`config.mk`:
```
export PLATFORM = sky130hd
export DESIGN_NAME = right_port_bus_width_matcher
export DESIGN_NICKNAME = d
export VERILOG_FILES = /design/src/design/bus_match_pkg.sv /design/src/design/word_fifo.sv /design/src/design/lane_counter.sv /design/src/design/right_port_bus_width_matcher.sv
export SDC_FILE = /design/constraint.sdc
export NUM_CORES = 1
export LEC_CHECK = 0
export ABC_AREA = 1
export BUFFER_PORTS_ARGS = -buffer_cell sky130_fd_sc_hd__buf_2
export CORE_ASPECT_RATIO = 1.75
export CORE_UTILIZATION = 50
export DETAILED_ROUTE_END_ITERATION = 8
export HOLD_SLACK_MARGIN = 0.1
export PLACE_DENSITY = 0.73
export SYNTH_ARGS = -nofsm -noshare
export SYNTH_HDL_FRONTEND = slang
export SYNTH_SLANG_ARGS = --single-unit
```
`constraint.sdc`:
```
create_clock -name clk -period 3.89 [get_ports clk]
set_input_delay 0.389 -clock clk [delete_from_list [all_inputs] [get_ports clk]]
set_output_delay 0.389 -clock clk [all_outputs]
set_load 0.02 [all_outputs]
```
`src/design/bus_match_pkg.sv`:
```
// Shared constants and types for the right-port width matcher.
// Assumes a single clock domain and a 36-bit memory word split into 9-bit lanes.
package bus_match_pkg;

    localparam int WORD_W = 36;
    localparam int LANE_W = 9;
    localparam int HALF_W = 18;
    localparam int LANE_N = 4;
    localparam int FIFO_DEPTH = 8;

    localparam logic [1:0] IDX_RESET = 2'h0;
    localparam logic [1:0] IDX_LOW = 2'h0;
    localparam logic [1:0] IDX_HALF_HIGH = 2'h1;
    localparam logic [1:0] IDX_BYTE_HIGH = 2'h3;
    localparam logic [1:0] IDX_STEP = 2'h1;
    localparam logic [35:0] WORD_ZERO = 36'h0;
    localparam logic [8:0] LANE_ZERO = 9'h0;

    typedef enum logic [2:0] {
        MODE_X36 = 3'b001,
        MODE_X18 = 3'b010,
        MODE_X9 = 3'b100
    } mode_e;

    typedef enum logic [2:0] {
        PH_IDLE = 3'b001,
        PH_WRITE = 3'b010,
        PH_READ = 3'b100
    } phase_e;

    // Width match low selects long-word whatever the width select shows
    function automatic mode_e decode_mode(input logic match_sel, input logic size_sel);
        mode_e m;
        m = MODE_X36;
        if (match_sel) begin
            m = size_sel ? MODE_X9 : MODE_X18;
        end
        return m;
    endfunction : decode_mode

    // Nine-bit lane number sel of a stored word
    function automatic logic [8:0] pick_lane(input logic [35:0] word, input logic [1:0] sel);
        logic [8:0] lane;
        lane = word[8:0];
        case (sel)
            2'h0: lane = word[8:0];
            2'h1: lane = word[17:9];
            2'h2: lane = word[26:18];
            2'h3: lane = word[35:27];
            default: lane = word[8:0];
        endcase
        return lane;
    endfunction : pick_lane

endpackage : bus_match_pkg

```
`src/design/word_fifo.sv`:
```
// Word FIFO held in flip-flops, with valid and ready on both sides.
// Assumes the filler holds data stable while in_valid waits on in_ready.
`timescale 1ns/10ps
`default_nettype none
module word_fifo #(
    parameter int WIDTH = 36,
    parameter int DEPTH = 8
) (
    input wire logic clk,
    input wire logic rst,
    input wire logic in_valid,
    output logic in_ready,
    input wire logic [WIDTH-1:0] in_data,
    output logic out_valid,
    input wire logic out_ready,
    output logic [WIDTH-1:0] out_data
);
    localparam int AW = (DEPTH > 1) ? $clog2(DEPTH) : 1;
    localparam logic [AW:0] FULL_COUNT = (AW + 1)'(DEPTH);
    localparam logic [AW-1:0] LAST_SLOT = AW'(DEPTH - 1);

    logic [WIDTH-1:0] mem_r [DEPTH];
    logic [AW-1:0] wr_ptr_r;
    logic [AW-1:0] rd_ptr_r;
    logic [AW:0] count_r;
    wire push = in_valid & in_ready;
    wire pop = out_valid & out_ready;

    assign in_ready = count_r != FULL_COUNT;
    assign out_valid = count_r != '0;
    assign out_data = mem_r[rd_ptr_r];

    always_ff @(posedge clk) begin
        if (push) begin
            mem_r[wr_ptr_r] <= in_data;
        end
    end

    always_ff @(posedge clk or posedge rst) begin
        if (rst) begin
            wr_ptr_r <= '0;
            rd_ptr_r <= '0;
            count_r <= '0;
        end else begin
            if (push) begin
                wr_ptr_r <= (wr_ptr_r == LAST_SLOT) ? '0 : wr_ptr_r + 1'b1;
            end
            if (pop) begin
                rd_ptr_r <= (rd_ptr_r == LAST_SLOT) ? '0 : rd_ptr_r + 1'b1;
            end
            if (push && !pop) begin
                count_r <= count_r + 1'b1;
            end else if (pop && !push) begin
                count_r <= count_r - 1'b1;
            end
        end
    end
endmodule : word_fifo
`default_nettype wire

```
`src/design/lane_counter.sv`:
```
// Lane sub-counter that steps the right-port lane multiplexer.
// Assumes restart is raised by the caller whenever a new word begins.
`timescale 1ns/10ps
`default_nettype none
module lane_counter
    import bus_match_pkg::*;
(
    input wire logic clk,
    input wire logic rst,
    input wire mode_e mode,
    input wire logic msb_first,
    input wire logic restart,
    input wire logic step,
    output logic [1:0] idx,
    output logic last
);
    logic [1:0] idx_r;
    logic [1:0] idx_nxt;
    wire [1:0] top_idx = (mode == MODE_X9) ? IDX_BYTE_HIGH :
                         (mode == MODE_X18) ? IDX_HALF_HIGH : IDX_LOW;
    wire [1:0] start_idx = msb_first ? top_idx : IDX_LOW;
    wire [1:0] end_idx = msb_first ? IDX_LOW : top_idx;

    assign idx = restart ? start_idx : idx_r;
    assign last = idx == end_idx;

    // Up for least-first, down for most-first
    // Wraps to the start lane after the final one
    assign idx_nxt = !step ? idx :
                     last ? start_idx :
                     msb_first ? idx - IDX_STEP : idx + IDX_STEP;

    always_ff @(posedge clk or posedge rst) begin
        if (rst) begin
            idx_r <= IDX_RESET;
        end else begin
            idx_r <= idx_nxt;
        end
    end
endmodule : lane_counter
`default_nettype wire

```
`src/design/right_port_bus_width_matcher.sv`:
```
// Right-port bus width matcher: moves 36-bit memory words over a 36, 18 or 9 bit port.
// Assumes the host drives port strobes synchronous to clk and holds the selects static,
// and that the memory core holds mem_rd_data stable while mem_rd_valid is high.
//
// Behaviour
// - Both selects low: long-word mode, full 36 bits in one transfer.
// - Long-word mode has no per-byte write selection; whole word written.
// - Lane order select is ignored in long-word mode.
// - Match high, width low: 18-bit mode on data lines 0 to 17.
// - 18-bit, order low: least significant half moves first.
// - 18-bit, order high: most significant half moves first.
// - 18-bit word takes at least two port cycles.
// - Sub-counter steps the lane multiplexer on every transfer in narrow modes.
// - Each partial transfer maps to its own section of the stored word.
// - Match high, width high: 9-bit mode on data lines 0 to 8.
// - 9-bit, order low: least significant lane moves first.
// - 9-bit, order high: most significant lane moves first.
// - 9-bit word takes at least four port cycles.
// - In 9-bit mode data lines 9 to 35 stay undriven.
// - Sub-counter counts up for least-first, down for most-first.
`timescale 1ns/10ps
`default_nettype none
module right_port_bus_width_matcher
    import bus_match_pkg::*;
(
    input wire logic clk,
    input wire logic rst,
    input wire logic width_match_select,
    input wire logic width_select,
    input wire logic lane_order_select,
    input wire logic port_xfer,
    input wire logic port_we,
    output logic port_ready,
    input wire logic [35:0] port_dq_in,
    output logic [35:0] port_dq_out,
    output logic [35:0] port_dq_oe,
    output logic mem_wr_valid,
    input wire logic mem_wr_ready,
    output logic [35:0] mem_wr_data,
    input wire logic mem_rd_valid,
    output logic mem_rd_ready,
    input wire logic [35:0] mem_rd_data,
    output logic port_busy
);
    // Mode and lane order
    mode_e mode;
    wire is_x36;
    wire is_x18;
    wire is_x9;
    wire msb_first;

    // Sequencing
    phase_e phase_r;
    phase_e phase_nxt;
    wire new_word;
    wire take;
    wire wr_take;
    wire rd_take;
    wire [1:0] idx;
    wire lane_last;

    // Write assembly
    logic [35:0] asm_r;
    logic [35:0] asm_nxt;
    wire [35:0] asm_base;
    wire [35:0] merged;
    wire fifo_in_valid;
    wire fifo_in_ready;

    // Read serialisation
    logic [35:0] dq_out_r;
    logic [35:0] dq_out_nxt;
    logic [35:0] dq_oe_r;
    logic [35:0] dq_oe_nxt;
    wire [35:0] rd_lanes;
    wire [35:0] rd_drive;

    // Selects are static; the undefined code falls back to long-word
    assign mode = decode_mode(width_match_select, width_select);
    assign is_x36 = mode == MODE_X36;
    assign is_x18 = mode == MODE_X18;
    assign is_x9 = mode == MODE_X9;

    // Order input only matters in the narrow modes
    assign msb_first = !is_x36 && lane_order_select;

    // A word starts fresh when idle or when the host turns direction mid-word
    assign new_word = (phase_r == PH_IDLE) ||
                      (phase_r == PH_WRITE && !port_we) ||
                      (phase_r == PH_READ && port_we);

    lane_counter u_lane_counter (
        .clk(clk),
        .rst(rst),
        .mode(mode),
        .msb_first(msb_first),
        .restart(new_word),
        .step(take),
        .idx(idx),
        .last(lane_last)
    );

    // Only the final lane of a write needs FIFO room; reads wait on a stored word
    assign port_ready = port_we ? (!lane_last || fifo_in_ready) : mem_rd_valid;
    assign take = port_xfer && port_ready;
    assign wr_take = take && port_we;
    assign rd_take = take && !port_we;

    assign asm_base = new_word ? WORD_ZERO : asm_r;

    generate
        for (genvar k = 0; k < LANE_N; k++) begin : g_lane
            localparam logic [1:0] LANE_ID = 2'(k);
            wire lane_we;
            wire [8:0] lane_src;
            wire [1:0] rd_src;
            wire rd_use;

            // Long-word writes every lane together, no byte mask
            assign lane_we = is_x36 ||
                             (is_x18 && idx[0] == LANE_ID[1]) ||
                             (is_x9 && idx == LANE_ID);
            assign lane_src = is_x36 ? port_dq_in[k*LANE_W +: LANE_W] :
                              (is_x18 && LANE_ID[0]) ? port_dq_in[17:9] :
                              port_dq_in[8:0];
            assign merged[k*LANE_W +: LANE_W] = lane_we ? lane_src :
                                                asm_base[k*LANE_W +: LANE_W];

            // Port lane k reads stored lane k in long-word mode, else the stored lane picked by the sub-counter
            assign rd_src = is_x36 ? LANE_ID :
                            is_x18 ? {idx[0], LANE_ID[0]} : idx;
            // Upper lines stay undriven in the narrow modes
            assign rd_use = is_x36 ||
                            (is_x18 && !LANE_ID[1]) ||
                            (is_x9 && LANE_ID == IDX_LOW);
            assign rd_lanes[k*LANE_W +: LANE_W] = rd_use ?
                                                  pick_lane(mem_rd_data, rd_src) : LANE_ZERO;
            assign rd_drive[k*LANE_W +: LANE_W] = {LANE_W{rd_use}};
        end
    endgenerate

    // Whole word is pushed on the final lane only
    assign fifo_in_valid = wr_take && lane_last;
    assign asm_nxt = wr_take ? merged : asm_r;

    word_fifo #(
        .WIDTH(WORD_W),
        .DEPTH(FIFO_DEPTH)
    ) u_wr_fifo (
        .clk(clk),
        .rst(rst),
        .in_valid(fifo_in_valid),
        .in_ready(fifo_in_ready),
        .in_data(merged),
        .out_valid(mem_wr_valid),
        .out_ready(mem_wr_ready),
        .out_data(mem_wr_data)
    );

    // Stored word is released after its final lane has been read
    assign mem_rd_ready = rd_take && lane_last;

    // Read data and enables are registered, shown the cycle after the take
    assign dq_out_nxt = rd_take ? rd_lanes : dq_out_r;
    assign dq_oe_nxt = rd_take ? rd_drive : WORD_ZERO;

    always_comb begin
        phase_nxt = phase_r;
        if (take) begin
            if (lane_last) begin
                phase_nxt = PH_IDLE;
            end else if (port_we) begin
                phase_nxt = PH_WRITE;
            end else begin
                phase_nxt = PH_READ;
            end
        end
        case (phase_nxt)
            PH_IDLE: phase_nxt = PH_IDLE;
            PH_WRITE: phase_nxt = PH_WRITE;
            PH_READ: phase_nxt = PH_READ;
            default: phase_nxt = PH_IDLE;
        endcase
    end

    always_ff @(posedge clk or posedge rst) begin
        if (rst) begin
            phase_r <= PH_IDLE;
            asm_r <= WORD_ZERO;
            dq_out_r <= WORD_ZERO;
            dq_oe_r <= WORD_ZERO;
        end else begin
            phase_r <= phase_nxt;
            asm_r <= asm_nxt;
            dq_out_r <= dq_out_nxt;
            dq_oe_r <= dq_oe_nxt;
        end
    end

    assign port_dq_out = dq_out_r;
    assign port_dq_oe = dq_oe_r;
    assign port_busy = phase_r != PH_IDLE;

endmodule : right_port_bus_width_matcher
`default_nettype wire

```
==> impl_metrics.json, run 1 <==
{
  "status": "completed",
  "wl_microns": 42800,
  "clock_path_buffers": 3,
  "hold_class": "in -> reg",
  "worstPathArrival_ps": 3670,
  "gp_congestion": 0.930,
  "pwr-share-clk": 0.251,
  "fin_util": 0.581,
  "syn_avg_cell_area_sq_um": 10.4,
  "route.detailed.drc": 0,
  "max_slew_margin": 0.174,
  "worstMarginPinSlew_ps": 1230,
  "antenna_found_initial": 0,
  "p_int_mw": 7.72,
  "grt_pass1_wl_microns": 66000,
  "yosysTopAreaCell": "edfxtp_1",
  "routedWlPerCell_microns": 19.1,
  "ant_nets": 0,
  "insertion_delay_ps": 570,
  "max_cap_viol_count": 0,
  "period_share": 0.826,
  "core_sq_mm": 0.0331,
  "synth-main-ff-cell": "edfxtp_1",
  "p_leak_nw": 7.64,
  "setup_tns_ps": 0,
  "synth_nets": 1726,
  "worstSetupPathType": "reg -> reg",
  "crit_path_start_kind": "register",
  "cp_max_fo": 9,
  "hpwl_microns": 28000,
  "ys.warnings.count": 0,
  "vdd_drop_max_mv": 0.413,
  "pwr-share-comb": 0.351,
  "grt_pass1_vias": 12400,
  "area_delta_synth_final_pct": 13.4,
  "async_reset_ff_frac": 0.238,
  "post-place-ws_ps": 688,
  "fill_cells": 2763,
  "cts_buffers": 30,
  "die_h_microns": 246,
  "track_usage": 0.248,
  "drt_iter0_drc": 1077,
  "drt_pass1_iterations": 6,
  "io_buffer_count": 192,
  "synth_top_area_share": 0.509,
  "antenna_cells": 0,
  "seqPwrFrac": 0.398,
  "cts.clk_slew.worst_paths_ps": 70,
  "overflow": 0,
  "yosysUniqueCellTypes": 42,
  "die_area_sq_mm": 0.0347,
  "io_pins": 193,
  "min_period_ps": 3210,
  "synth.area.top_cells": "edfxtp_1 51%, dfrtp_1 13%, o21ai_0 6.9%",
  "layout_commonest_cell": "edfxtp_1",
  "netlist_instances": 1633,
  "root_buffer": "clkbuf_16",
  "grt_max_degree": 147,
  "start_util": 0.512,
  "synth_seq_cells": 378,
  "min_from": "mem_rd_data[8]",
  "vias_per_cell": 5.60,
  "fmax_ghz": 0.311,
  "startpoint": "phase_r[0]",
  "final_cell_mix": "288 x edfxtp_1, 275 x nor2_1, 263 x nand2_1, 233 x o21ai_0, 192 x buf_2",
  "drive_above_1_share": 0.185,
  "cts_htree_levels": 1,
  "p_per_area_mw_per_mm2": 639,
  "synth_edf_count": 288,
  "end_kind": "register",
  "p_switching_mw": 4.58,
  "vias": 12500,
  "die_x_microns": 141,
  "fin_skew_ps": 18.4,
  "drv_slew": 0,
  "ys_seq_area_frac": 0.642,
  "worstReg2RegStart": "phase_r[0]",
  "cts_tree": "yes",
  "setup_violations": 0,
  "syn_area_sq_mm": 0.0170,
  "clock_sink_count": 378,
  "fin_ws_ps": 677,
  "switching_share": 0.372,
  "nNetsFinal": 1856,
  "cts_setup_buffers": 0,
  "num_rows": 88,
  "hold_viol_final": 0,
  "required_ps": 4340,
  "rsz0062_at_grt": "false"
}
[area by class of cell]
type,count,area (sq um),share of cell area
Sequential cell,378,10900,0.567
Multi-Input combinational cell,1052,5190,0.270
Timing Repair Buffer,218,1260,0.0654
Clock buffer,39,846,0.0439
Tap cell,450,563,0.0293
Inverter,83,318,0.0165
Clock inverter,17,164,0.00852
[sequential cells by signal (all words and copies together), names as in the netlist]
register / flops
asm_r: 36
port_dq_out: 36
u_wr_fifo.wr_ptr_r: 3
u_wr_fifo.rd_ptr_r: 3
u_wr_fifo.mem_r: 288
u_lane_counter.idx_r: 2
u_wr_fifo.count_r: 4
port_dq_oe: 3
phase_r: 3
[power groups by stage]
| stage | logic (mW) | registers (mW) | clock network (mW) |
|---|---|---|---|
| finish | 4.32 | 4.89 | 3.09 |
| global route | 4.77 | 4.92 | 3.30 |
| CTS | 4.36 | 4.89 | 3.13 |
| detailed placement | 4.34 | 4.97 | 0 |
| global placement | 4.21 | 4.96 | 0 |
| floorplan | 2.86 | 5.03 | 0 |
[metal layers]
| layer | up-vias | part of all wire | global-route usage |
|---|---|---|---|
| li1 | 5897 | - | - |
| met3 | 124 | 0.072 | 0.0463 |
| met5 | - | 0 | 0 |
| met1 | 5996 | 0.35 | 0.266 |
| met2 | 512 | 0.52 | 0.453 |
| met4 | 0 | 0.055 | 0.140 |
[per-stage QoR]
step	area, sq um	std cells	hold WS, ps	total power [mW]
floorplan	17000	1633	450	7.89
global placement	18200	2180	459	9.17
detailed placement	18200	2180	460	9.31
CTS	19200	2237	131	12.4
global route	19200	2237	166	13.0
finish	19200	2237	142	12.3
[worst paths after layout]
path | cells past startpoint | slack (ps) | to
max in group asynchronous | 4 | 2680 | phase_r[0]
min in group asynchronous | 3 | 490 | asm_r[22]
setup / recovery | 19 | 680 | u_wr_fifo.count_r[3]
hold reg to reg | 2 | 480 | port_dq_out[27]
setup reg to reg | 19 | 680 | u_wr_fifo.count_r[3]
hold / removal | 5 | 140 | port_dq_out[26]
[Yosys cell counts, drive strengths merged, types with 22 or more instances]
cell and number:
nor2 294, edfxtp 288, nand2 278, o21ai 253
dfrtp 89, inv 81, nand3 64, buf 60
clkbuf 60, a31oi 36, o22ai 36, nand4 22
[worst max-delay path, stage by stage (launching register included)]
cell     delay (ps)
dfstp_2         560
nor2_1           50
nand3_1         160
nand4_1         200
nand2_4         170
nand2_1          60
nand2_1         120
nand2_2         110
inv_2           100
nand4_4         110
nor2_8          160
ha_1            210
inv_1           100
ha_1            290
a21o_1          180
a21oi_1         150
nor2_1           60
nor2_1           80
nand2_1          80
xor2_1          140
[logic make-up (layout without fill, tap and decap cells)]
kind of cell / count (synthesis) / after routing / share of synthesized area
buffers and inverters: 203 / 357 / 0.0558
AOI/OAI and AO/OA: 374 / 374 / 0.123
and+or+nand+nor: 661 / 661 / 0.167
DFF: 378 / 378 / 0.642
muxes: 1 / 1 / 0.000663
xor gates and xnor gates: 4 / 4 / 0.00206
adders and majority gates: 12 / 12 / 0.00929
[repair_timing]
action / in CTS / in global routing
hold buffers: 1 / 0
gates resized for setup: 0 / 0
setup endpoints to repair: 0 / 0
endpoints found under the hold margin: 54 / 0
Power figures use the tool's default switching activity.
==> inputs of run 2 (changes only) <==
Clock period 3.89 ns to 2.7 ns, I/O delays scaled along.
==> impl_metrics.json, run 2 (synthesized netlist as in run 1, its figures left out) <==
{
  "fin_ws_ps": -130,
  "setup_tns_ps": -8400,
  "cts_buffers": 31,
  "p_leak_nw": 8.60,
  "worstPathArrival_ps": 3130,
  "grt_pass1_vias": 13400,
  "track_usage": 0.270,
  "cp_max_fo": 6,
  "min_period_ps": 2830,
  "required_ps": 3000,
  "die_x_microns": 141,
  "drv_slew": 0,
  "io_buffer_count": 192,
  "cts_htree_levels": 1,
  "route.detailed.drc": 0,
  "max_slew_margin": 0.252,
  "num_rows": 88,
  "io_pins": 193,
  "max_cap_viol_count": 0,
  "vias": 13700,
  "period_share": 1.05,
  "hold_viol_final": 0,
  "drive_above_1_share": 0.249,
  "largest_reg_flops": 288,
  "violations": "negative setup slack",
  "gp_congestion": 0.967,
  "drt_iter0_drc": 1181,
  "vias_per_cell": 5.72,
  "r2r_slack_ps": -130,
  "core_sq_mm": 0.0331,
  "startpoint": "phase_r[0]",
  "grt_max_degree": 90,
  "min_from": "mem_rd_data[20]",
  "routedWlPerCell_microns": 20.4,
  "area_delta_synth_final_pct": 25.3,
  "grt_pass1_wl_microns": 71400,
  "post-place-ws_ps": -156,
  "wl_microns": 48800,
  "antenna_found_initial": 0,
  "overflow": 0,
  "cts_tree": "yes",
  "drt_pass1_iterations": 5,
  "ant_nets": 0,
  "final_cell_mix": "288 x edfxtp_1, 273 x nor2_1, 259 x nand2_1, 231 x o21ai_0, 193 x buf_2",
  "die_area_sq_mm": 0.0347,
  "fmax_ghz": 0.353,
  "insertion_delay_ps": 590,
  "nNetsFinal": 2011,
  "top_register": "u_wr_fifo.mem_r",
  "fin_skew_ps": 15.9,
  "fill_cells": 2482,
  "setup_violations": 212,
  "cts.clk_slew.worst_paths_ps": 80,
  "r2r-end": "u_wr_fifo.mem_r[6][0]",
  "start_util": 0.512,
  "rsz0062_at_grt": "true",
  "cp-endpoint": "u_wr_fifo.mem_r[6][0]",
  "ff2ff_path_depth": 17,
  "antenna_cells": 0,
  "p_per_area_mw_per_mm2": 909,
  "die_h_microns": 246,
  "clock_path_buffers": 3,
  "end_kind": "register",
  "root_buffer": "clkbuf_16",
  "worstReg2RegStart": "phase_r[0]",
  "layout_commonest_cell": "edfxtp_1",
  "worstMarginPinSlew_ps": 1120,
  "power.total_mw": 19.3,
  "hold_class": "in -> reg",
  "whs_ps": 131,
  "worstSetupPathType": "reg -> reg",
  "vdd_drop_max_mv": 0.648,
  "hpwl_microns": 31400,
  "status": "finished, violations left",
  "clock_sink_count": 378,
  "crit_path_start_kind": "register"
}
run 2: cell types whose count changed in the layout (fill, tap and decap cells not counted), moves of 4 or more:
cell           previous run  this run
buf_6                     0        14
nand2_1                 263       259
clkbuf_16                31        38
clkinv_4                  4         0
buf_8                     0         4
buf_12                    8        23
a21oi_1                  12         8
buf_4                    17        93
a31oi_1                  36        31
o31ai_1                  16        12
a31oi_2                   0         5
dlygate4sd3_1             1        35
a21oi_2                   0         4
run 2: metal layers:
metal	part of all wire	up-vias	track usage
met3	0.074	171	0.0405
li1	-	6221	-
met4	0.063	0	0.179
met5	0	-	0
met2	0.52	635	0.482
met1	0.34	6649	0.296
run 2: report_power, final:
group / leakage, nW / switching (mW) / total [mW] / internal, mW
combinational: 4.30 / 4.81 / 7.35 / 2.54
clock: 0.532 / 2.09 / 4.87 / 2.79
sequential: 3.76 / 0.282 / 7.11 / 6.83
total: 8.60 / 7.18 / 19.3 / 12.2
run 2: metrics by stage:
stage               area, sq um  utilization  instances
floorplan                 17100            -       1633
global placement          19100        0.575       2269
detailed placement        19100        0.575       2269
CTS                       20600        0.622       2366
global route              21300        0.642       2393
finish                    21300        0.642       2393
run 2: worst max-delay path: stages, from the launching register on:
cell       delay (ps)
dfstp_2           590
nor2_2             60
nand3_2           110
nand4_1           180
nand2_4           120
nand2_2            50
nand2_2            70
nand2_2            60
inv_2              70
nand4_4           110
nor2_8            120
buf_4             120
buf_6              90
buf_12            120
nand2_8            70
nor3_4            270
buf_12            190
clkbuf_16         150
run 2: cell type report:
cell class / count / area (sq um) / area share
inverters: 83 / 325 / 0.0153
well taps: 450 / 563 / 0.0265
flip-flops and latches: 378 / 10900 / 0.513
multi-input cells: 1052 / 5420 / 0.255
repair buffers: 372 / 2950 / 0.139
clock buffers: 43 / 891 / 0.0419
clock inverters: 15 / 214 / 0.0101
run 2: worst min path at each step:
stage / endpoint / slack, ps / cells past startpoint
after global routing: phase_r[1] / 160 / 5
after floorplan: asm_r[6] / 450 / 2
after CTS: port_dq_out[20] / 110 / 5
final: port_dq_out[20] / 130 / 5
after global placement: port_dq_oe[34] / 320 / 2
after detailed placement: port_dq_oe[8] / 330 / 2
run 2: timing repair:
action / CTS / global route
hold endpoints to repair: 59 / 0
hold buffers: 35 / 0
endpoints found under the setup margin: 74 / 197
setup buffers: 3 / 17
gates resized for setup: 12 / 74
pin swaps: 7 / 10
cloned: 1 / 10
==> inputs of run 3 (changes only) <==
Settings changed: CORE_ASPECT_RATIO 1.75 to 0.8, CORE_MARGIN set to 2.
==> impl_metrics.json, run 3 (synthesized netlist as in run 1, its figures left out) <==
{
  "pwr-share-clk": 0.277,
  "route.detailed.drc": 0,
  "root_buffer": "clkbuf_16",
  "vias": 13600,
  "io_pins": 193,
  "worstMarginPinSlew_ps": 789,
  "fin_skew_ps": 15.1,
  "gp_congestion": 0.925,
  "die_h_microns": 169,
  "drt_iter0_drc": 1591,
  "drt_pass1_iterations": 6,
  "num_rows": 60,
  "cts.clk_slew.worst_paths_ps": 70,
  "vias_per_cell": 5.74,
  "fin_ws_ps": -122,
  "cp_max_fo": 6,
  "ant_nets": 0,
  "cts_htree_levels": 2,
  "seqPwrFrac": 0.360,
  "violations": "negative setup slack",
  "top_register": "u_wr_fifo.mem_r",
  "whs_ps": 118,
  "grt_max_degree": 56,
  "fill_cells": 2493,
  "largest_reg_flops": 288,
  "io_buffer_count": 192,
  "die_x_microns": 210,
  "setup_violations": 128,
  "antenna_found_initial": 2,
  "period_share": 1.05,
  "hold_viol_final": 0,
  "drv_slew": 0,
  "routedWlPerCell_microns": 20.8,
  "crit_path_start_kind": "register",
  "max_slew_margin": 0.471,
  "hpwl_microns": 29300,
  "clock_path_buffers": 3,
  "vdd_drop_max_mv": 0.501,
  "required_ps": 2940,
  "worstPathArrival_ps": 3060,
  "wl_microns": 49200,
  "nNetsFinal": 1989,
  "p_int_mw": 12.5,
  "layout_commonest_cell": "edfxtp_1",
  "final_cell_mix": "288 x edfxtp_1, 273 x nor2_1, 259 x nand2_1, 231 x o21ai_0, 192 x buf_2",
  "fmax_ghz": 0.354,
  "hold_class": "in -> reg",
  "post-place-ws_ps": -139,
  "setup_tns_ps": -7830,
  "track_usage": 0.258,
  "overflow": 0,
  "cts_buffers": 38,
  "insertion_delay_ps": 540,
  "p_per_area_mw_per_mm2": 938,
  "grt_pass1_vias": 12600,
  "p_leak_nw": 8.59,
  "p_switching_mw": 7.39,
  "drive_above_1_share": 0.249,
  "rsz0062_at_grt": "true",
  "core_sq_mm": 0.0336,
  "die_area_sq_mm": 0.0355,
  "start_util": 0.506,
  "pwr-share-comb": 0.364,
  "end_kind": "register",
  "max_cap_viol_count": 0,
  "worstSetupPathType": "reg -> reg",
  "area_delta_synth_final_pct": 25.3,
  "clock_sink_count": 378,
  "status": "finished, violations left",
  "min_period_ps": 2820,
  "switching_share": 0.371,
  "cts_tree": "yes",
  "grt_pass1_wl_microns": 70900
}
## run 3: changes by cell type in the layout (fill, tap and decap cells not counted), moves of 4 or more
cell	before	now
buf_12	23	17
buf_4	93	77
clkbuf_16	38	52
clkinv_2	4	8
dlygate4sd3_1	35	17
o31ai_1	12	7
o31ai_2	3	7
## run 3: worst max-delay path, stage by stage, from the launching register on
cell,delay (ps)
dfstp_2,620
nor2_4,50
nand3_4,110
nand3_4,120
nand2_2,90
nand3_1,90
nand2_2,100
nand2_2,60
inv_2,70
nand4_4,110
nor2_8,140
buf_4,130
buf_12,130
nand2_8,70
buf_4,150
nor2_4,120
buf_6,170
clkbuf_16,170
## run 3: per-layer routing
layer | GRT usage | wire length (microns) | vias to the layer above
met5 | 0 | 13 | -
met4 | 0.0540 | 1020 | 2
met3 | 0.0618 | 5660 | 81
met2 | 0.386 | 22000 | 788
met1 | 0.388 | 20500 | 6485
li1 | - | - | 6194
## run 3: final timing paths
kind,startpoint,end,slack [ps],cells past startpoint
worst min register to register,port_dq_out[28],port_dq_out[28],480,2
worst max register to register,phase_r[0],u_wr_fifo.mem_r[1][14],-120,17
worst max-delay path,phase_r[0],u_wr_fifo.mem_r[1][14],-120,17
worst min-delay path,mem_rd_data[32],port_dq_out[14],120,5
max in group asynchronous,rst,u_wr_fifo.rd_ptr_r[0],1860,4
min in group asynchronous,rst,asm_r[11],220,3
## run 3: power groups by stage
stage          registers [mW]  logic, mW  clock network [mW]
2_1_floorplan            7.24       4.18                   0
3_3_place_gp             7.25       6.35                   0
3_5_place_dp             7.27       6.48                   0
4_1_cts                  7.15       6.82                5.57
5_1_grt                  7.20       7.86                5.78
6_report                 7.17       7.25                5.52
## run 3: area by class of cell
| type | instances | area, sq um | area share |
|---|---|---|---|
| Clock inverter | 23 | 267 | 0.0125 |
| Clock buffer | 46 | 1040 | 0.0490 |
| Timing Repair Buffer | 343 | 2770 | 0.130 |
| Antenna cell | 1 | 2.50 | 0.000118 |
| Tap cell | 434 | 543 | 0.0255 |
| Multi-Input combinational cell | 1052 | 5420 | 0.255 |
| Inverter | 83 | 320 | 0.0151 |
| Sequential cell | 378 | 10900 | 0.513 |
## run 3: repair_timing
item | CTS | global route
buffers inserted | 1 | 18
endpoints found under the hold margin | 106 | 0
setup endpoints to repair | 73 | 282
pin swaps | 2 | 22
cloned | 2 | 18
hold buffers | 17 | 0
resized for setup | 16 | 57
## run 3: per-stage QoR
| step | util | instance area [sq um] | std cells | power, mW |
|---|---|---|---|---|
| detailed placement | 0.562 | 18900 | 2234 | 13.7 |
| finish | 0.634 | 21300 | 2360 | 19.9 |
| global placement | 0.562 | 18900 | 2234 | 13.6 |
| floorplan | - | 17100 | 1633 | 11.4 |
| CTS | 0.611 | 20500 | 2323 | 19.5 |
| global route | 0.634 | 21300 | 2360 | 20.8 |
